[src/pkg/spm_pkg.sv]
// package: register map, field layout, reset values and types of the serial port unit
`default_nettype none
package spm_pkg;
  // register byte offsets on the bus
  localparam logic [7:0] OFS_STOP = 8'h00; // module stop control
  localparam logic [7:0] OFS_CTRL = 8'h04; // serial control
  localparam logic [7:0] OFS_STAT = 8'h08; // serial_status_reg
  localparam logic [7:0] OFS_TXD = 8'h0c; // tx_holding_reg
  localparam logic [7:0] OFS_RXD = 8'h10; // rx_holding_reg
  localparam logic [7:0] OFS_PORT = 8'h14; // pin port control
  localparam logic [7:0] OFS_BAUD = 8'h18; // half-bit divider
  localparam int CTRL_W = 9; // control field width
  localparam int STAT_W = 6; // status field width
  localparam int PORT_W = 4; // port field width
  localparam logic [7:0] BAUD_RST = 8'h0f; // half bit lasts divider+1 cycles
  localparam logic [2:0] LAST_BIT = 3'h7; // index of the eighth data bit
  localparam logic [1:0] RESP_OKAY = 2'h0; // bus answer: done
  localparam logic [1:0] RESP_SLVERR = 2'h2; // bus answer: refused or unmapped
  // control register, bit 0 first from the bottom
  typedef struct packed {
    logic clock_output_enable; // 8: async bit clock out on sck
    logic clock_source_select; // 7: 1 = sck is an input
    logic sync_mode; // 6: 1 = clocked synchronous
    logic parity_enable; // 5: even parity in async frames
    logic rx_irq_enable; // 4: gates rx full and rx error requests
    logic tx_end_irq_enable; // 3
    logic tx_empty_irq_enable; // 2
    logic rx_enable_bit; // 1
    logic tx_enable_bit; // 0
  } spm_ctrl_s;
  localparam spm_ctrl_s CTRL_RST = spm_ctrl_s'(9'h000);
  // status register
  typedef struct packed {
    logic tx_end_flag; // 5: read only
    logic parity_error_flag; // 4
    logic framing_error_flag; // 3
    logic overrun_flag; // 2
    logic rx_full_flag; // 1
    logic tx_empty_flag; // 0
  } spm_status_s;
  localparam spm_status_s STAT_RST = spm_status_s'(6'h21);
  localparam logic [5:0] STAT_CLR_MASK = 6'h1f; // flags that a written 0 clears
  // port control of the txd and sck pins
  typedef struct packed {
    logic sck_out_value; // 3
    logic sck_dir_control; // 2
    logic port_output_value; // 1: txd level when in port mode
    logic port_dir_control; // 0: txd direction, 1 = drive
  } spm_port_s;
  localparam spm_port_s PORT_RST = spm_port_s'(4'h0);
  typedef enum logic [4:0] {
    TX_IDLE = 5'h01, TX_START = 5'h02, TX_DATA = 5'h04, TX_PAR = 5'h08, TX_STOP = 5'h10
  } spm_tx_e;
  typedef enum logic [4:0] {
    RX_IDLE = 5'h01, RX_START = 5'h02, RX_DATA = 5'h04, RX_PAR = 5'h08, RX_STOP = 5'h10
  } spm_rx_e;
endpackage : spm_pkg
`default_nettype wire

[src/spm_serial_top.sv]
// serial port unit: bus slave, async and clocked sync engines, pin muxing
//
// Chosen here: the placing of the registers and the AXI4-Lite register port.
`default_nettype none
// How it works
// - module stop holds unit halted after reset
// - break input keeps setting framing error flag
// - txd follows port settings while tx disabled
// - clearing tx enable resets transmitter at once
// - sync mode: no transmit while error flags set
// - rx enable clear keeps error flags
// - low power resets tx registers and status
// - low power: port drives pin, then mark
// - low power resets rx registers and status
// - sync with sck driven out to port switch drives sck low briefly
// - dma write clears tx empty flag
// - any receive error raises error request
module spm_serial_top (
  input wire logic aclk, // system clock
  input wire logic aresetn, // synchronous reset, active low
  input wire logic [7:0] awaddr, // write address
  input wire logic awvalid, // write address valid
  output logic awready, // write address ready
  input wire logic [31:0] wdata, // write data
  input wire logic [3:0] wstrb, // write byte lanes
  input wire logic wvalid, // write data valid
  output logic wready, // write data ready
  output logic [1:0] bresp, // write answer
  output logic bvalid, // write answer valid
  input wire logic bready, // write answer ready
  input wire logic [7:0] araddr, // read address
  input wire logic arvalid, // read address valid
  output logic arready, // read address ready
  output logic [31:0] rdata, // read data
  output logic [1:0] rresp, // read answer
  output logic rvalid, // read answer valid
  input wire logic rready, // read answer ready
  input wire logic low_power_req, // standby, watch or sub-clock mode active
  input wire logic dma_tx_wr, // dma write strobe to tx holding
  input wire logic [7:0] dma_tx_data, // dma write data
  input wire logic dma_rx_rd, // dma read strobe of rx holding
  output logic [7:0] dma_rx_data, // rx holding contents
  output logic tx_empty_request, // tx holding empty request
  output logic tx_end_request, // transmission end request
  output logic rx_full_request, // rx data full request
  output logic rx_error_request, // receive error request
  output logic txd_o, // txd pin level
  output logic txd_oe, // txd pin driven
  input wire logic rxd_i, // rxd pin level
  input wire logic sck_i, // sck pin level
  output logic sck_o, // sck pin level out
  output logic sck_oe // sck pin driven
);
  // byte-lane merge, used by the control and status registers
  function automatic logic [31:0] spm_wmerge(input logic [31:0] old_v, input logic [31:0] new_v,
                                             input logic [3:0] strb);
    logic [31:0] res;
    res = old_v;
    for (int i = 0; i < 4; i++) begin
      if (strb[i]) res[i*8 +: 8] = new_v[i*8 +: 8];
    end
    return res;
  endfunction : spm_wmerge

  // decode: mapped, and only the stop register while stopped
  function automatic logic spm_reg_ok(input logic [7:0] a, input logic stopped);
    case (a)
      spm_pkg::OFS_STOP: spm_reg_ok = 1'b1;
      spm_pkg::OFS_CTRL, spm_pkg::OFS_STAT, spm_pkg::OFS_TXD, spm_pkg::OFS_RXD,
      spm_pkg::OFS_PORT, spm_pkg::OFS_BAUD: spm_reg_ok = !stopped;
      default: spm_reg_ok = 1'b0;
    endcase
  endfunction : spm_reg_ok

  logic mstop_reg; // module stop
  logic lp_act; // stopped or low power
  spm_pkg::spm_ctrl_s ctrl_reg; // control
  spm_pkg::spm_status_s stat_reg; // status flags
  spm_pkg::spm_port_s port_reg; // pin port settings
  logic [7:0] baud_reg; // half-bit divider
  logic [7:0] tx_holding_reg, rx_holding_reg, tx_shift_reg, rx_shift_reg;
  logic aw_have_reg, w_have_reg; // bus halves held
  logic [7:0] aw_addr_reg; // held write address
  logic [31:0] w_data_reg; // held write data
  logic [3:0] w_strb_reg; // held byte lanes
  logic wr_fire, wr_ok; // write executes this cycle
  logic [31:0] rd_mux; // read value
  spm_pkg::spm_tx_e tx_st_reg; // transmitter state
  spm_pkg::spm_rx_e rx_st_reg; // receiver state
  logic tx_line_reg, tx_ph_reg, tx_par_reg; // line level, half phase, parity
  logic [2:0] tx_cnt_reg, rx_cnt_reg; // bit counters
  logic [7:0] div_reg, rdiv_reg; // half-bit dividers
  logic rx_ph_reg, rx_perr_reg, sck_prev_reg; // rx phase, parity error, last sck
  logic glitch_reg; // sck low pulse active
  logic [7:0] glitch_cnt_reg; // sck low pulse length
  logic half_tick, rx_ht, ext_clk, tx_adv, tx_go, tx_done, err_any;
  logic rx_samp, rx_fin, rx_fer_ev, rx_per_ev, rx_store, glitch_trig;
  logic [7:0] rx_word; // completed receive byte
  logic [31:0] wv_ctrl, wv_stat; // merged write values
  spm_pkg::spm_status_s sts_clr; // flags cleared by software

  assign lp_act = mstop_reg | low_power_req;
  assign err_any = stat_reg.overrun_flag | stat_reg.parity_error_flag
                 | stat_reg.framing_error_flag;

  // bus write side: either half may come first; answer after both
  assign awready = !aw_have_reg && !bvalid;
  assign wready = !w_have_reg && !bvalid;
  assign wr_fire = aw_have_reg && w_have_reg && !bvalid;
  assign wr_ok = wr_fire && spm_reg_ok(aw_addr_reg, mstop_reg);
  assign wv_ctrl = spm_wmerge({23'h0, ctrl_reg}, w_data_reg, w_strb_reg);
  assign wv_stat = spm_wmerge({26'h0, stat_reg}, w_data_reg, w_strb_reg);
  assign sts_clr = spm_pkg::spm_status_s'((wr_ok && aw_addr_reg == spm_pkg::OFS_STAT) ?
                   (~wv_stat[spm_pkg::STAT_W-1:0] & spm_pkg::STAT_CLR_MASK) : 6'h00);

  // write channel holding and response
  always_ff @(posedge aclk) begin
    if (!aresetn) begin
      aw_have_reg <= 1'b0;
      w_have_reg <= 1'b0;
      aw_addr_reg <= 8'h00;
      w_data_reg <= 32'h0;
      w_strb_reg <= 4'h0;
      bvalid <= 1'b0;
      bresp <= spm_pkg::RESP_OKAY;
    end else begin
      if (awvalid && awready) begin
        aw_have_reg <= 1'b1;
        aw_addr_reg <= awaddr;
      end
      if (wvalid && wready) begin
        w_have_reg <= 1'b1;
        w_data_reg <= wdata;
        w_strb_reg <= wstrb;
      end
      if (wr_fire) begin
        aw_have_reg <= 1'b0;
        w_have_reg <= 1'b0;
        bvalid <= 1'b1;
        bresp <= wr_ok ? spm_pkg::RESP_OKAY : spm_pkg::RESP_SLVERR;
      end else if (bvalid && bready) begin
        bvalid <= 1'b0;
      end
    end
  end

  // read value mux; the port word also shows live pin levels
  always_comb begin
    rd_mux = 32'h0;
    case (araddr)
      spm_pkg::OFS_STOP: rd_mux = {31'h0, mstop_reg};
      spm_pkg::OFS_CTRL: rd_mux = {23'h0, ctrl_reg};
      spm_pkg::OFS_STAT: rd_mux = {26'h0, stat_reg};
      spm_pkg::OFS_TXD: rd_mux = {24'h0, tx_holding_reg};
      spm_pkg::OFS_RXD: rd_mux = {24'h0, rx_holding_reg};
      spm_pkg::OFS_PORT: rd_mux = {26'h0, rxd_i, txd_o, port_reg};
      spm_pkg::OFS_BAUD: rd_mux = {24'h0, baud_reg};
      default: rd_mux = 32'h0;
    endcase
  end

  // read channel: answer one cycle after the address is taken
  assign arready = !rvalid;
  always_ff @(posedge aclk) begin
    if (!aresetn) begin
      rvalid <= 1'b0;
      rdata <= 32'h0;
      rresp <= spm_pkg::RESP_OKAY;
    end else if (arvalid && arready) begin
      rvalid <= 1'b1;
      rdata <= spm_reg_ok(araddr, mstop_reg) ? rd_mux : 32'h0;
      rresp <= spm_reg_ok(araddr, mstop_reg) ? spm_pkg::RESP_OKAY : spm_pkg::RESP_SLVERR;
    end else if (rvalid && rready) begin
      rvalid <= 1'b0;
    end
  end

  // configuration registers; module stop starts set so the unit is halted
  always_ff @(posedge aclk) begin
    if (!aresetn) begin
      mstop_reg <= 1'b1;
      ctrl_reg <= spm_pkg::CTRL_RST;
      port_reg <= spm_pkg::PORT_RST;
      baud_reg <= spm_pkg::BAUD_RST;
    end else if (wr_ok) begin
      case (aw_addr_reg)
        spm_pkg::OFS_STOP: if (w_strb_reg[0]) mstop_reg <= w_data_reg[0];
        spm_pkg::OFS_CTRL: ctrl_reg <= spm_pkg::spm_ctrl_s'(wv_ctrl[spm_pkg::CTRL_W-1:0]);
        spm_pkg::OFS_PORT: if (w_strb_reg[0]) port_reg <= spm_pkg::spm_port_s'(w_data_reg[3:0]);
        spm_pkg::OFS_BAUD: if (w_strb_reg[0]) baud_reg <= w_data_reg[7:0];
        default: mstop_reg <= mstop_reg;
      endcase
    end
  end

  // transmit holding: dma has priority over the bus
  always_ff @(posedge aclk) begin
    if (!aresetn || lp_act) begin
      tx_holding_reg <= 8'h00;
    end else if (dma_tx_wr) begin
      tx_holding_reg <= dma_tx_data;
    end else if (wr_ok && aw_addr_reg == spm_pkg::OFS_TXD && w_strb_reg[0]) begin
      tx_holding_reg <= w_data_reg[7:0];
    end
  end

  // clock events: internal half ticks or external sck edges
  assign half_tick = (tx_st_reg != spm_pkg::TX_IDLE) && (div_reg == baud_reg);
  assign ext_clk = ctrl_reg.sync_mode && ctrl_reg.clock_source_select;
  assign tx_adv = ext_clk ? (sck_prev_reg && !sck_i) : (half_tick && tx_ph_reg);
  assign tx_go = (tx_st_reg == spm_pkg::TX_IDLE) && ctrl_reg.tx_enable_bit && !lp_act
                 && !stat_reg.tx_empty_flag && !(ctrl_reg.sync_mode && err_any);
  assign tx_done = tx_adv && ((tx_st_reg == spm_pkg::TX_STOP) || (ctrl_reg.sync_mode
                   && tx_st_reg == spm_pkg::TX_DATA && tx_cnt_reg == spm_pkg::LAST_BIT));

  // divider restarts every frame so bits line up with the start
  always_ff @(posedge aclk) begin
    if (!aresetn || tx_st_reg == spm_pkg::TX_IDLE) begin
      div_reg <= 8'h00;
      tx_ph_reg <= 1'b0;
    end else if (half_tick) begin
      div_reg <= 8'h00;
      tx_ph_reg <= !tx_ph_reg;
    end else begin
      div_reg <= div_reg + 8'h01;
    end
    sck_prev_reg <= aresetn ? sck_i : 1'b1;
  end

  // transmitter; dropping tx enable aborts any frame immediately
  always_ff @(posedge aclk) begin
    if (!aresetn || lp_act || !ctrl_reg.tx_enable_bit) begin
      tx_st_reg <= spm_pkg::TX_IDLE;
      tx_line_reg <= 1'b1;
      tx_shift_reg <= 8'h00;
      tx_cnt_reg <= 3'h0;
      tx_par_reg <= 1'b0;
    end else begin
      case (tx_st_reg)
        spm_pkg::TX_IDLE: if (tx_go) begin
          tx_shift_reg <= tx_holding_reg;
          tx_par_reg <= ^tx_holding_reg;
          tx_cnt_reg <= 3'h0;
          tx_line_reg <= ctrl_reg.sync_mode ? tx_holding_reg[0] : 1'b0;
          tx_st_reg <= ctrl_reg.sync_mode ? spm_pkg::TX_DATA : spm_pkg::TX_START;
        end
        spm_pkg::TX_START: if (tx_adv) begin
          tx_line_reg <= tx_shift_reg[0];
          tx_st_reg <= spm_pkg::TX_DATA;
        end
        spm_pkg::TX_DATA: if (tx_adv) begin
          if (tx_cnt_reg == spm_pkg::LAST_BIT) begin
            tx_line_reg <= ctrl_reg.parity_enable && !ctrl_reg.sync_mode ? tx_par_reg : 1'b1;
            if (ctrl_reg.sync_mode) tx_st_reg <= spm_pkg::TX_IDLE;
            else if (ctrl_reg.parity_enable) tx_st_reg <= spm_pkg::TX_PAR;
            else tx_st_reg <= spm_pkg::TX_STOP;
          end else begin
            tx_shift_reg <= tx_shift_reg >> 1;
            tx_line_reg <= tx_shift_reg[1];
            tx_cnt_reg <= tx_cnt_reg + 3'h1;
          end
        end
        spm_pkg::TX_PAR: if (tx_adv) begin
          tx_line_reg <= 1'b1;
          tx_st_reg <= spm_pkg::TX_STOP;
        end
        spm_pkg::TX_STOP: if (tx_adv) tx_st_reg <= spm_pkg::TX_IDLE;
        default: tx_st_reg <= spm_pkg::TX_IDLE;
      endcase
    end
  end

  // receive sampling: async at mid bit, sync on rising sck
  assign rx_ht = (rx_st_reg != spm_pkg::RX_IDLE) && (rdiv_reg == baud_reg);
  assign rx_samp = !ctrl_reg.sync_mode ? (rx_ht && !rx_ph_reg) : ext_clk ?
                   (!sck_prev_reg && sck_i) : (half_tick && !tx_ph_reg);
  assign rx_word = ctrl_reg.sync_mode ? {rxd_i, rx_shift_reg[7:1]} : rx_shift_reg;
  assign rx_fin = rx_samp && (ctrl_reg.sync_mode ? (rx_st_reg == spm_pkg::RX_DATA
                  && rx_cnt_reg == spm_pkg::LAST_BIT) : rx_st_reg == spm_pkg::RX_STOP);
  assign rx_fer_ev = rx_fin && !ctrl_reg.sync_mode && !rxd_i;
  assign rx_per_ev = rx_fin && !ctrl_reg.sync_mode && rx_perr_reg;
  assign rx_store = rx_fin && !stat_reg.rx_full_flag && !rx_fer_ev && !rx_per_ev;

  // receiver; after a frame it rearms at once, so a held break refires
  always_ff @(posedge aclk) begin
    if (!aresetn || lp_act || !ctrl_reg.rx_enable_bit) begin
      rx_st_reg <= spm_pkg::RX_IDLE;
      rx_shift_reg <= 8'h00;
      rx_cnt_reg <= 3'h0;
      rdiv_reg <= 8'h00;
      rx_ph_reg <= 1'b0;
      rx_perr_reg <= 1'b0;
    end else begin
      rdiv_reg <= rx_ht ? 8'h00 : rdiv_reg + 8'h01;
      if (rx_ht) rx_ph_reg <= !rx_ph_reg;
      case (rx_st_reg)
        spm_pkg::RX_IDLE: begin
          rdiv_reg <= 8'h00;
          rx_ph_reg <= 1'b0;
          rx_cnt_reg <= 3'h0;
          if (ctrl_reg.sync_mode) rx_st_reg <= spm_pkg::RX_DATA;
          else if (!rxd_i) rx_st_reg <= spm_pkg::RX_START;
        end
        spm_pkg::RX_START: if (rx_samp) begin
          rx_st_reg <= rxd_i ? spm_pkg::RX_IDLE : spm_pkg::RX_DATA;
        end
        spm_pkg::RX_DATA: if (rx_samp) begin
          rx_shift_reg <= {rxd_i, rx_shift_reg[7:1]};
          rx_cnt_reg <= rx_cnt_reg + 3'h1;
          if (rx_cnt_reg == spm_pkg::LAST_BIT && !ctrl_reg.sync_mode) begin
            rx_st_reg <= ctrl_reg.parity_enable ? spm_pkg::RX_PAR : spm_pkg::RX_STOP;
          end
        end
        spm_pkg::RX_PAR: if (rx_samp) begin
          rx_perr_reg <= rxd_i ^ (^rx_shift_reg);
          rx_st_reg <= spm_pkg::RX_STOP;
        end
        spm_pkg::RX_STOP: if (rx_samp) begin
          rx_perr_reg <= 1'b0;
          rx_st_reg <= spm_pkg::RX_IDLE;
        end
        default: rx_st_reg <= spm_pkg::RX_IDLE;
      endcase
    end
  end

  // receive holding register
  always_ff @(posedge aclk) begin
    if (!aresetn || lp_act) rx_holding_reg <= 8'h00;
    else if (rx_store) rx_holding_reg <= rx_word;
  end

  // status flags: hardware set wins over a clear in the same cycle
  always_ff @(posedge aclk) begin
    if (!aresetn || lp_act) begin
      stat_reg <= spm_pkg::STAT_RST;
    end else begin
      stat_reg.tx_empty_flag <= tx_go || (stat_reg.tx_empty_flag
                                && !sts_clr.tx_empty_flag && !dma_tx_wr);
      stat_reg.tx_end_flag <= (tx_done && stat_reg.tx_empty_flag) || (stat_reg.tx_end_flag
                              && !tx_go && !sts_clr.tx_empty_flag && !dma_tx_wr);
      // dma reads are assumed to come from the rx full request
      stat_reg.rx_full_flag <= rx_store || (stat_reg.rx_full_flag
                               && !sts_clr.rx_full_flag && !dma_rx_rd);
      // error flags ignore rx enable; only a written 0, reset, module stop or low power clears them
      stat_reg.overrun_flag <= (rx_fin && stat_reg.rx_full_flag)
                               || (stat_reg.overrun_flag && !sts_clr.overrun_flag);
      stat_reg.framing_error_flag <= rx_fer_ev
          || (stat_reg.framing_error_flag && !sts_clr.framing_error_flag);
      stat_reg.parity_error_flag <= rx_per_ev
          || (stat_reg.parity_error_flag && !sts_clr.parity_error_flag);
    end
  end

  // sck pulse when the mode bit leaves sync while sck was driven out
  assign glitch_trig = wr_ok && aw_addr_reg == spm_pkg::OFS_CTRL && !lp_act
                       && ctrl_reg.sync_mode && !ctrl_reg.clock_source_select
                       && !wv_ctrl[6] && !wv_ctrl[7];
  always_ff @(posedge aclk) begin
    if (!aresetn) begin
      glitch_reg <= 1'b0;
      glitch_cnt_reg <= 8'h00;
    end else if (glitch_trig) begin
      glitch_reg <= 1'b1;
      glitch_cnt_reg <= baud_reg;
    end else if (glitch_reg) begin
      glitch_reg <= glitch_cnt_reg != 8'h00;
      glitch_cnt_reg <= glitch_cnt_reg - 8'h01;
    end
  end

  // pin muxing: port settings own the pins whenever the unit lets go
  always_comb begin
    if (ctrl_reg.tx_enable_bit && !lp_act) begin
      txd_oe = 1'b1;
      txd_o = tx_line_reg;
    end else begin
      txd_oe = port_reg.port_dir_control;
      txd_o = port_reg.port_output_value;
    end
    if (glitch_reg) begin
      sck_oe = 1'b1;
      sck_o = 1'b0;
    end else if (lp_act || (!ctrl_reg.sync_mode && !ctrl_reg.clock_source_select
                            && !ctrl_reg.clock_output_enable)) begin
      sck_oe = port_reg.sck_dir_control;
      sck_o = port_reg.sck_out_value;
    end else if (ctrl_reg.clock_source_select) begin
      sck_oe = 1'b0;
      sck_o = 1'b1;
    end else begin
      sck_oe = 1'b1;
      sck_o = (tx_st_reg == spm_pkg::TX_IDLE) || tx_ph_reg;
    end
  end

  // requests to the interrupt and dma controllers
  assign tx_empty_request = stat_reg.tx_empty_flag && ctrl_reg.tx_empty_irq_enable;
  assign tx_end_request = stat_reg.tx_end_flag && ctrl_reg.tx_end_irq_enable;
  assign rx_full_request = stat_reg.rx_full_flag && ctrl_reg.rx_irq_enable;
  assign rx_error_request = err_any && ctrl_reg.rx_irq_enable;
  assign dma_rx_data = rx_holding_reg;
endmodule : spm_serial_top
`default_nettype wire

[config.mk]
export PLATFORM = sky130hd
export DESIGN_NAME = spm_serial_top
export DESIGN_NICKNAME = d
export VERILOG_FILES = /design/src/pkg/spm_pkg.sv /design/src/spm_serial_top.sv
export SDC_FILE = /design/constraint.sdc
export NUM_CORES = 1
export LEC_CHECK = 0
export BUFFER_PORTS_ARGS = -buffer_cell sky130_fd_sc_hd__buf_2
export CORE_MARGIN = 5
export CORE_UTILIZATION = 56
export DETAILED_ROUTE_END_ITERATION = 8
export GPL_ROUTABILITY_DRIVEN = 0
export HOLD_SLACK_MARGIN = 0.12
export MAX_ROUTING_LAYER = met4
export PLACE_DENSITY = 0.86
export SYNTH_ARGS = -nofsm -noshare
export SYNTH_HDL_FRONTEND = slang
export SYNTH_SLANG_ARGS = --single-unit
[constraint.sdc]
create_clock -name aclk -period 2.9 [get_ports aclk]
set_input_delay 0 -clock aclk [delete_from_list [all_inputs] [get_ports aclk]]
set_output_delay 0 -clock aclk [all_outputs]
set_load 0.02 [all_outputs]
==> impl_metrics.py, run 1 <==
metrics = {
    "logic_synthesis": {
        "synth.distinct_cells": 61,
        "synth-seq-cells": 141,
        "avgSynthCellArea_um2": 8.249,
        "syn_area_um2": 7267,
        "netlist_instances": 881,
        "synthFlopType": "dfxtp_1",
        "yosys_warnings": 0,
        "async_flop_share": 0,
        "ys_seq_area_frac": 0.3884,
        "synth_edf_count": 0,
    },
    "timing": {
        "max_freq_ghz": 0.3513,
        "finalSetupTns_ps": 0,
        "holdWs_ps": 137.5,
        "max_slew.worst_pin.slew_ps": 751.1,
        "finalMaxSlewViolations": 0,
        "finalHoldViolCount": 0,
        "layout_setup_ws_ps": 53.57,
        "rsz0062_at_grt": "no",
        "period_share": 0.9815,
        "setup_viol": 0,
        "period_needed_ps": 2846,
        "skew_ps": 15.62,
        "max-slew-margin-rel": 0.4946,
    },
    "final_layout": {
        "insertedDiodeCount": 0,
        "nNetsFinal": 1085,
        "syn2layout_area_growth_pct": 21.81,
        "num-fill-cells": 900,
        "fin_area_um2": 8852,
        "drive_above_1_share": 0.1542,
    },
    "clock_network": {
        "htree_levels": 4,
        "cts_root_buf": "clkbuf_16",
        "cts_sinks": 141,
        "cts_buffer_depth": 2,
        "clock_latency_ps": 440,
        "numCtsBuffers": 17,
        "clk_pin_slew_ps": 70,
        "cts_tree": "done",
    },
    "power": {
        "p_switching_mw": 1.151,
        "netSwitchingFraction": 0.2581,
        "pwr_density_cell_nw_per_um2": 503.8,
        "seqPwrFrac": 0.448,
        "internal_power_mw": 3.309,
        "ir_drop_v": 0.0004728,
        "clkPwrFrac": 0.483,
        "power_frac_comb": 0.068,
        "power_mw": 4.460,
        "leakage_nw": 3.644,
    },
    "placement": {
        "io_buffers": 78,
        "dp_hpwl_mm": 13.81,
        "post_dp_cell_area_um2": 7699,
        "pre_cts_slack_ps": 335.4,
    },
    "floorplan": {
        "core_area_um2": 12670,
        "dieArea_um2": 15350,
        "start_util": 0.5735,
        "die_w_um": 123.9,
        "pin_count": 129,
        "rows": 41,
        "die_y_um": 123.9,
    },
    "drt": {
        "drc": 0,
        "via_per_inst": 6.006,
        "drt_iter0_drc": 939,
        "first_pass_iters": 6,
        "num_vias": 7147,
        "post_drt_wl_per_cell_um": 18.38,
        "ant_nets": 0,
        "routed_wirelength_mm": 21.87,
    },
    "setup_path": {
        "critPathKind": "register to register",
        "crit_path_max_fanout": 15,
        "critPathLaunchType": "register",
        "worstPathRequired_ps": 3190,
        "crit_arrival_ps": 3130,
        "crit_path_end_kind": "register",
    },
    "job": {
        "drv_cap": 0,
    },
    "global_route": {
        "antenna_found_initial": 0,
        "grt_usage": 0.2984,
        "grt_max_degree": 56,
        "first_global_vias": 6844,
        "grt_pass1_wl_mm": 34.60,
        "overflow": 0,
    },
    "min_path": {
        "hp-class": "input port to register",
    },
    "status": {
        "status": "complete, no violations",
    },
}
## power by group through the flow
| stage | Clock [mW] | Combinational, mW | Sequential (mW) |
|---|---|---|---|
| 4_1_cts | 2.15 | 0.289 | 1.99 |
| 6_report | 2.16 | 0.304 | 2.00 |
| 2_1_floorplan | 0 | 0.175 | 2.03 |
| 3_5_place_dp | 0 | 0.223 | 2.04 |
| 5_1_grt | 2.24 | 0.327 | 2.00 |
| 3_3_place_gp | 0 | 0.218 | 2.04 |
## worst max-delay path, stage by stage (launching register included)
cell and delay, ps:
dfxtp_1 350, nor4_1 410, nand4b_1 220, or4b_1 730, or3_1 670, nor2_1 250, a211oi_2 70
## layout by cell type (no fill, tap or decap), drive strengths merged, types with 9 or more instances in the layout
cell and instances:
nor2 89, and2 10, a211oi 20, nor3 20, dfxtp 141, mux2 13, dlygate4sd3 58, and3 9
nand3 50, mux2i 49, inv 32, xor2 25, a21oi 50, nor4 9, nand2 127, a22oi 15
xnor2 28, o21ai 28, conb 25, clkbuf 18, buf 94
## through the flow
stage | utilization | std cells
after CTS | 0.6986 | 1190
after detailed placement | 0.6076 | 1100
final | 0.6986 | 1190
after global routing | 0.6986 | 1190
after global placement | 0.6076 | 1100
after floorplan | - | 905
## per-layer routing
layer / vias up / track usage / share of wire / routed length (um)
li1: 3287 / - / - / -
met1: 3250 / 0.3539 / 0.39 / 8519
met2: 473 / 0.4650 / 0.45 / 9866
met3: 137 / 0.06630 / 0.096 / 2093
met4: 0 / 0.1780 / 0.064 / 1391
met5: - / - / 0 / 0
## Yosys cell counts, drive strengths merged (9+ instances only)
| library cell | number | area share |
|---|---|---|
| and3 | 9 | 0.0077 |
| a22oi | 15 | 0.015 |
| nor2 | 89 | 0.046 |
| nand3 | 50 | 0.034 |
| xnor2 | 28 | 0.034 |
| mux2 | 13 | 0.020 |
| a21oi | 50 | 0.034 |
| clkbuf | 34 | 0.018 |
| nand2 | 127 | 0.066 |
| a211oi | 20 | 0.025 |
| inv | 21 | 0.011 |
| nor4 | 9 | 0.0077 |
| nor3 | 20 | 0.014 |
| o21ai | 28 | 0.019 |
| and2 | 10 | 0.0086 |
| mux2i | 49 | 0.067 |
| xor2 | 25 | 0.030 |
| buf | 37 | 0.036 |
| dfxtp | 141 | 0.39 |
## path summary, 6_finish.rpt
check | start | cells after the start | to | slack (ps)
max | aw_addr_reg[7] | 6 | glitch_cnt_reg[6] | 50
max reg2reg | aw_addr_reg[7] | 6 | glitch_cnt_reg[6] | 50
min | araddr[0] | 6 | rdata[4] | 140
min reg2reg | rdata[4] | 2 | rdata[4] | 470
## logic make-up (layout without fill, tap and decap cells)
kind of cell    after synthesis  in the layout  share of synthesized area
flops                       141            141                     0.3884
other cells                   1             25                  0.0005160
buf+inv                      92            205                    0.06439
simple gates                366            366                     0.2367
mux                          62             62                    0.08764
fa+ha+maj                     8              8                    0.01377
compound gates              158            158                     0.1446
xor+xnor                     53             53                    0.06388
## repair_timing
item                      in CTS  in global routing
resized for setup              0                  0
hold endpoints to repair      61                  0
hold buffers                  58                  0
setup buffers                  0                  0
## layout make-up
type,instances,area (um2),area share
flip-flops and latches,141,2823,0.3189
clock inverters,14,143.9,0.01625
well taps,172,215.2,0.02431
repair buffers,152,1091,0.1233
multi-input cells,672,4071,0.4599
clock buffers,18,429.2,0.04848
inverters,21,78.83,0.008905
(Power assumes the default switching activity.)
==> run 2: changes to the inputs <==
--- a/config.mk
+++ b/config.mk
@@ -5,7 +5,7 @@
 export SDC_FILE = /design/constraint.sdc
 export NUM_CORES = 1
 export LEC_CHECK = 0
-export BUFFER_PORTS_ARGS = -buffer_cell sky130_fd_sc_hd__buf_2
+export BUFFER_PORTS_ARGS = -buffer_cell sky130_fd_sc_hd__buf_4
 export CORE_MARGIN = 5
 export CORE_UTILIZATION = 56
 export DETAILED_ROUTE_END_ITERATION = 8
==> run 2 against run 1 <==
Register-to-register slack better by 260 ps. Power up 1.5%. Setup slack gained 260 ps. Clock power increased by 2%. Global-route usage fell by 0.15 points. Cell count about the same. Worst hold slack better by 36 ps. Critical endpoint is now rx_st_reg[4]. Largest cell class unchanged. Largest power group unchanged.
==> impl_metrics.py, run 2 (same netlist as run 1, synthesis figures left out) <==
metrics = {
    "status": {
        "status": "complete, no violations",
    },
    "timing": {
        "layout_setup_ws_ps": 312.4,
        "max_freq_ghz": 0.3865,
        "finalSetupTns_ps": 0,
        "period_needed_ps": 2588,
        "max_slew.worst_pin.slew_ps": 700.4,
        "finalMaxSlewViolations": 0,
        "setup_viol": 0,
        "finalHoldViolCount": 0,
        "max-slew-margin-rel": 0.5288,
        "rsz0062_at_grt": "no",
        "period_share": 0.8923,
        "skew_ps": 14.66,
    },
    "power": {
        "ir_drop_v": 0.0003431,
        "p_switching_mw": 1.071,
        "internal_power_mw": 3.458,
        "power_frac_comb": 0.073,
        "seqPwrFrac": 0.441,
        "pwr_density_cell_nw_per_um2": 498.8,
        "leakage_nw": 3.706,
        "clkPwrFrac": 0.486,
        "netSwitchingFraction": 0.2365,
    },
    "final_layout": {
        "utilization": 0.7166,
        "drive_above_1_share": 0.1570,
        "most-common-layout-cells": "dfxtp_1 (141), nand2_1 (127), buf_4 (96)",
        "insertedDiodeCount": 0,
        "syn2layout_area_growth_pct": 24.95,
        "final_common_cell": "dfxtp_1",
        "nNetsFinal": 1086,
    },
    "setup_path": {
        "crit_path_end_kind": "register",
        "crit_path_max_fanout": 7,
        "r2r_slack_ps": 310,
        "critPathLaunchType": "register",
        "critPathKind": "register to register",
        "worstPathCellList": "xor2_1 -> nor4_1 -> a41oi_1 -> a31oi_1 -> inv_1 -> a211oi_1",
        "critical_path.top_delay_family": "compound AO/OA/AOI/OAI gates",
        "crit_arrival_ps": 2920,
        "max_stage_delay_ps": 540,
        "slowest_stage": "nor4_1",
        "path_buf_inv": 1,
        "worstPathRequired_ps": 3230,
    },
    "global_route": {
        "antenna_found_initial": 0,
        "grt_pass1_wl_mm": 34.76,
        "grt_max_degree": 58,
        "grt_usage": 0.2969,
        "overflow": 0,
        "first_global_vias": 7004,
    },
    "floorplan": {
        "die_y_um": 123.9,
        "die_w_um": 123.9,
        "rows": 41,
        "pin_count": 129,
        "start_util": 0.5735,
        "dieArea_um2": 15350,
        "core_area_um2": 12670,
    },
    "placement": {
        "dp_hpwl_mm": 13.80,
        "io_buffers": 78,
        "pre_cts_slack_ps": 443.5,
    },
    "drt": {
        "routed_wirelength_mm": 21.97,
        "num_vias": 7204,
        "ant_nets": 0,
        "drc": 0,
        "via_per_inst": 6.049,
        "drt_iter0_drc": 1029,
        "first_pass_iters": 6,
        "post_drt_wl_per_cell_um": 18.45,
    },
    "clock_network": {
        "htree_levels": 4,
        "numCtsBuffers": 17,
        "cts_sinks": 141,
        "clock_latency_ps": 430,
        "cts_buffer_depth": 2,
        "clk_pin_slew_ps": 70,
        "cts_tree": "done",
        "cts_root_buf": "clkbuf_16",
        "cts_resized": 0,
    },
    "min_path": {
        "hp-class": "input port to register",
    },
    "job": {
        "drv_cap": 0,
    },
}
## run 2: per-stage QoR
stage	power (mW)	instances	hold slack (ps)	area, um2
global route	4.631	1191	195.8	9080
floorplan	2.204	905	73.04	7357
finish	4.529	1191	173.3	9080
CTS	4.499	1191	121.6	9080
global placement	2.276	1102	186.1	7909
detailed placement	2.279	1102	188.4	7909
## run 2: tightest hold or removal path, cell delays in order
cell       delay, ps
buf_4             90
nor4b_1           40
buf_4            150
o2111ai_1         80
a21o_1           110
a21oi_1           70
## run 2: layout make-up
cell class / count / area [um2]
Tap cell: 172 / 215.2
Timing Repair Buffer: 153 / 1291
Sequential cell: 141 / 2823
Multi-Input combinational cell: 672 / 4071
Inverter: 21 / 78.83
Fill cell: 859 / 3591
Clock buffer: 20 / 466.7
Clock inverter: 12 / 133.9
## run 2: what timing repair did
action	CTS	global route
setup endpoints to repair	0	0
hold buffers	57	0
endpoints found under the hold margin	62	0
setup buffers	0	0
## run 2: power by group through the flow
stage	clock [mW]	combinational [mW]	sequential, mW
3_5_place_dp	0	0.243	2.04
4_1_cts	2.20	0.309	1.99
3_3_place_gp	0	0.240	2.04
6_report	2.20	0.330	2.00
2_1_floorplan	0	0.175	2.03
5_1_grt	2.28	0.352	2.00
## run 2: worst paths after layout
check	startpoint	endpoint	depth (start not counted)
worst max-delay path	baud_reg[1]	rx_st_reg[4]	6
worst min-delay path	araddr[1]	rdata[4]	6
worst max register to register	baud_reg[1]	rx_st_reg[4]	6
worst min register to register	tx_shift_reg[7]	tx_shift_reg[7]	2
## run 2: metal layers
| layer | wire length, um | share of wire | vias up | global-route usage |
|---|---|---|---|---|
| li1 | - | - | 3288 | - |
| met1 | 8535 | 0.39 | 3351 | 0.3572 |
| met2 | 10370 | 0.47 | 448 | 0.4758 |
| met5 | 0 | 0 | - | - |
| met4 | 1143 | 0.052 | 0 | 0.1554 |
| met3 | 1923 | 0.088 | 117 | 0.05450 |
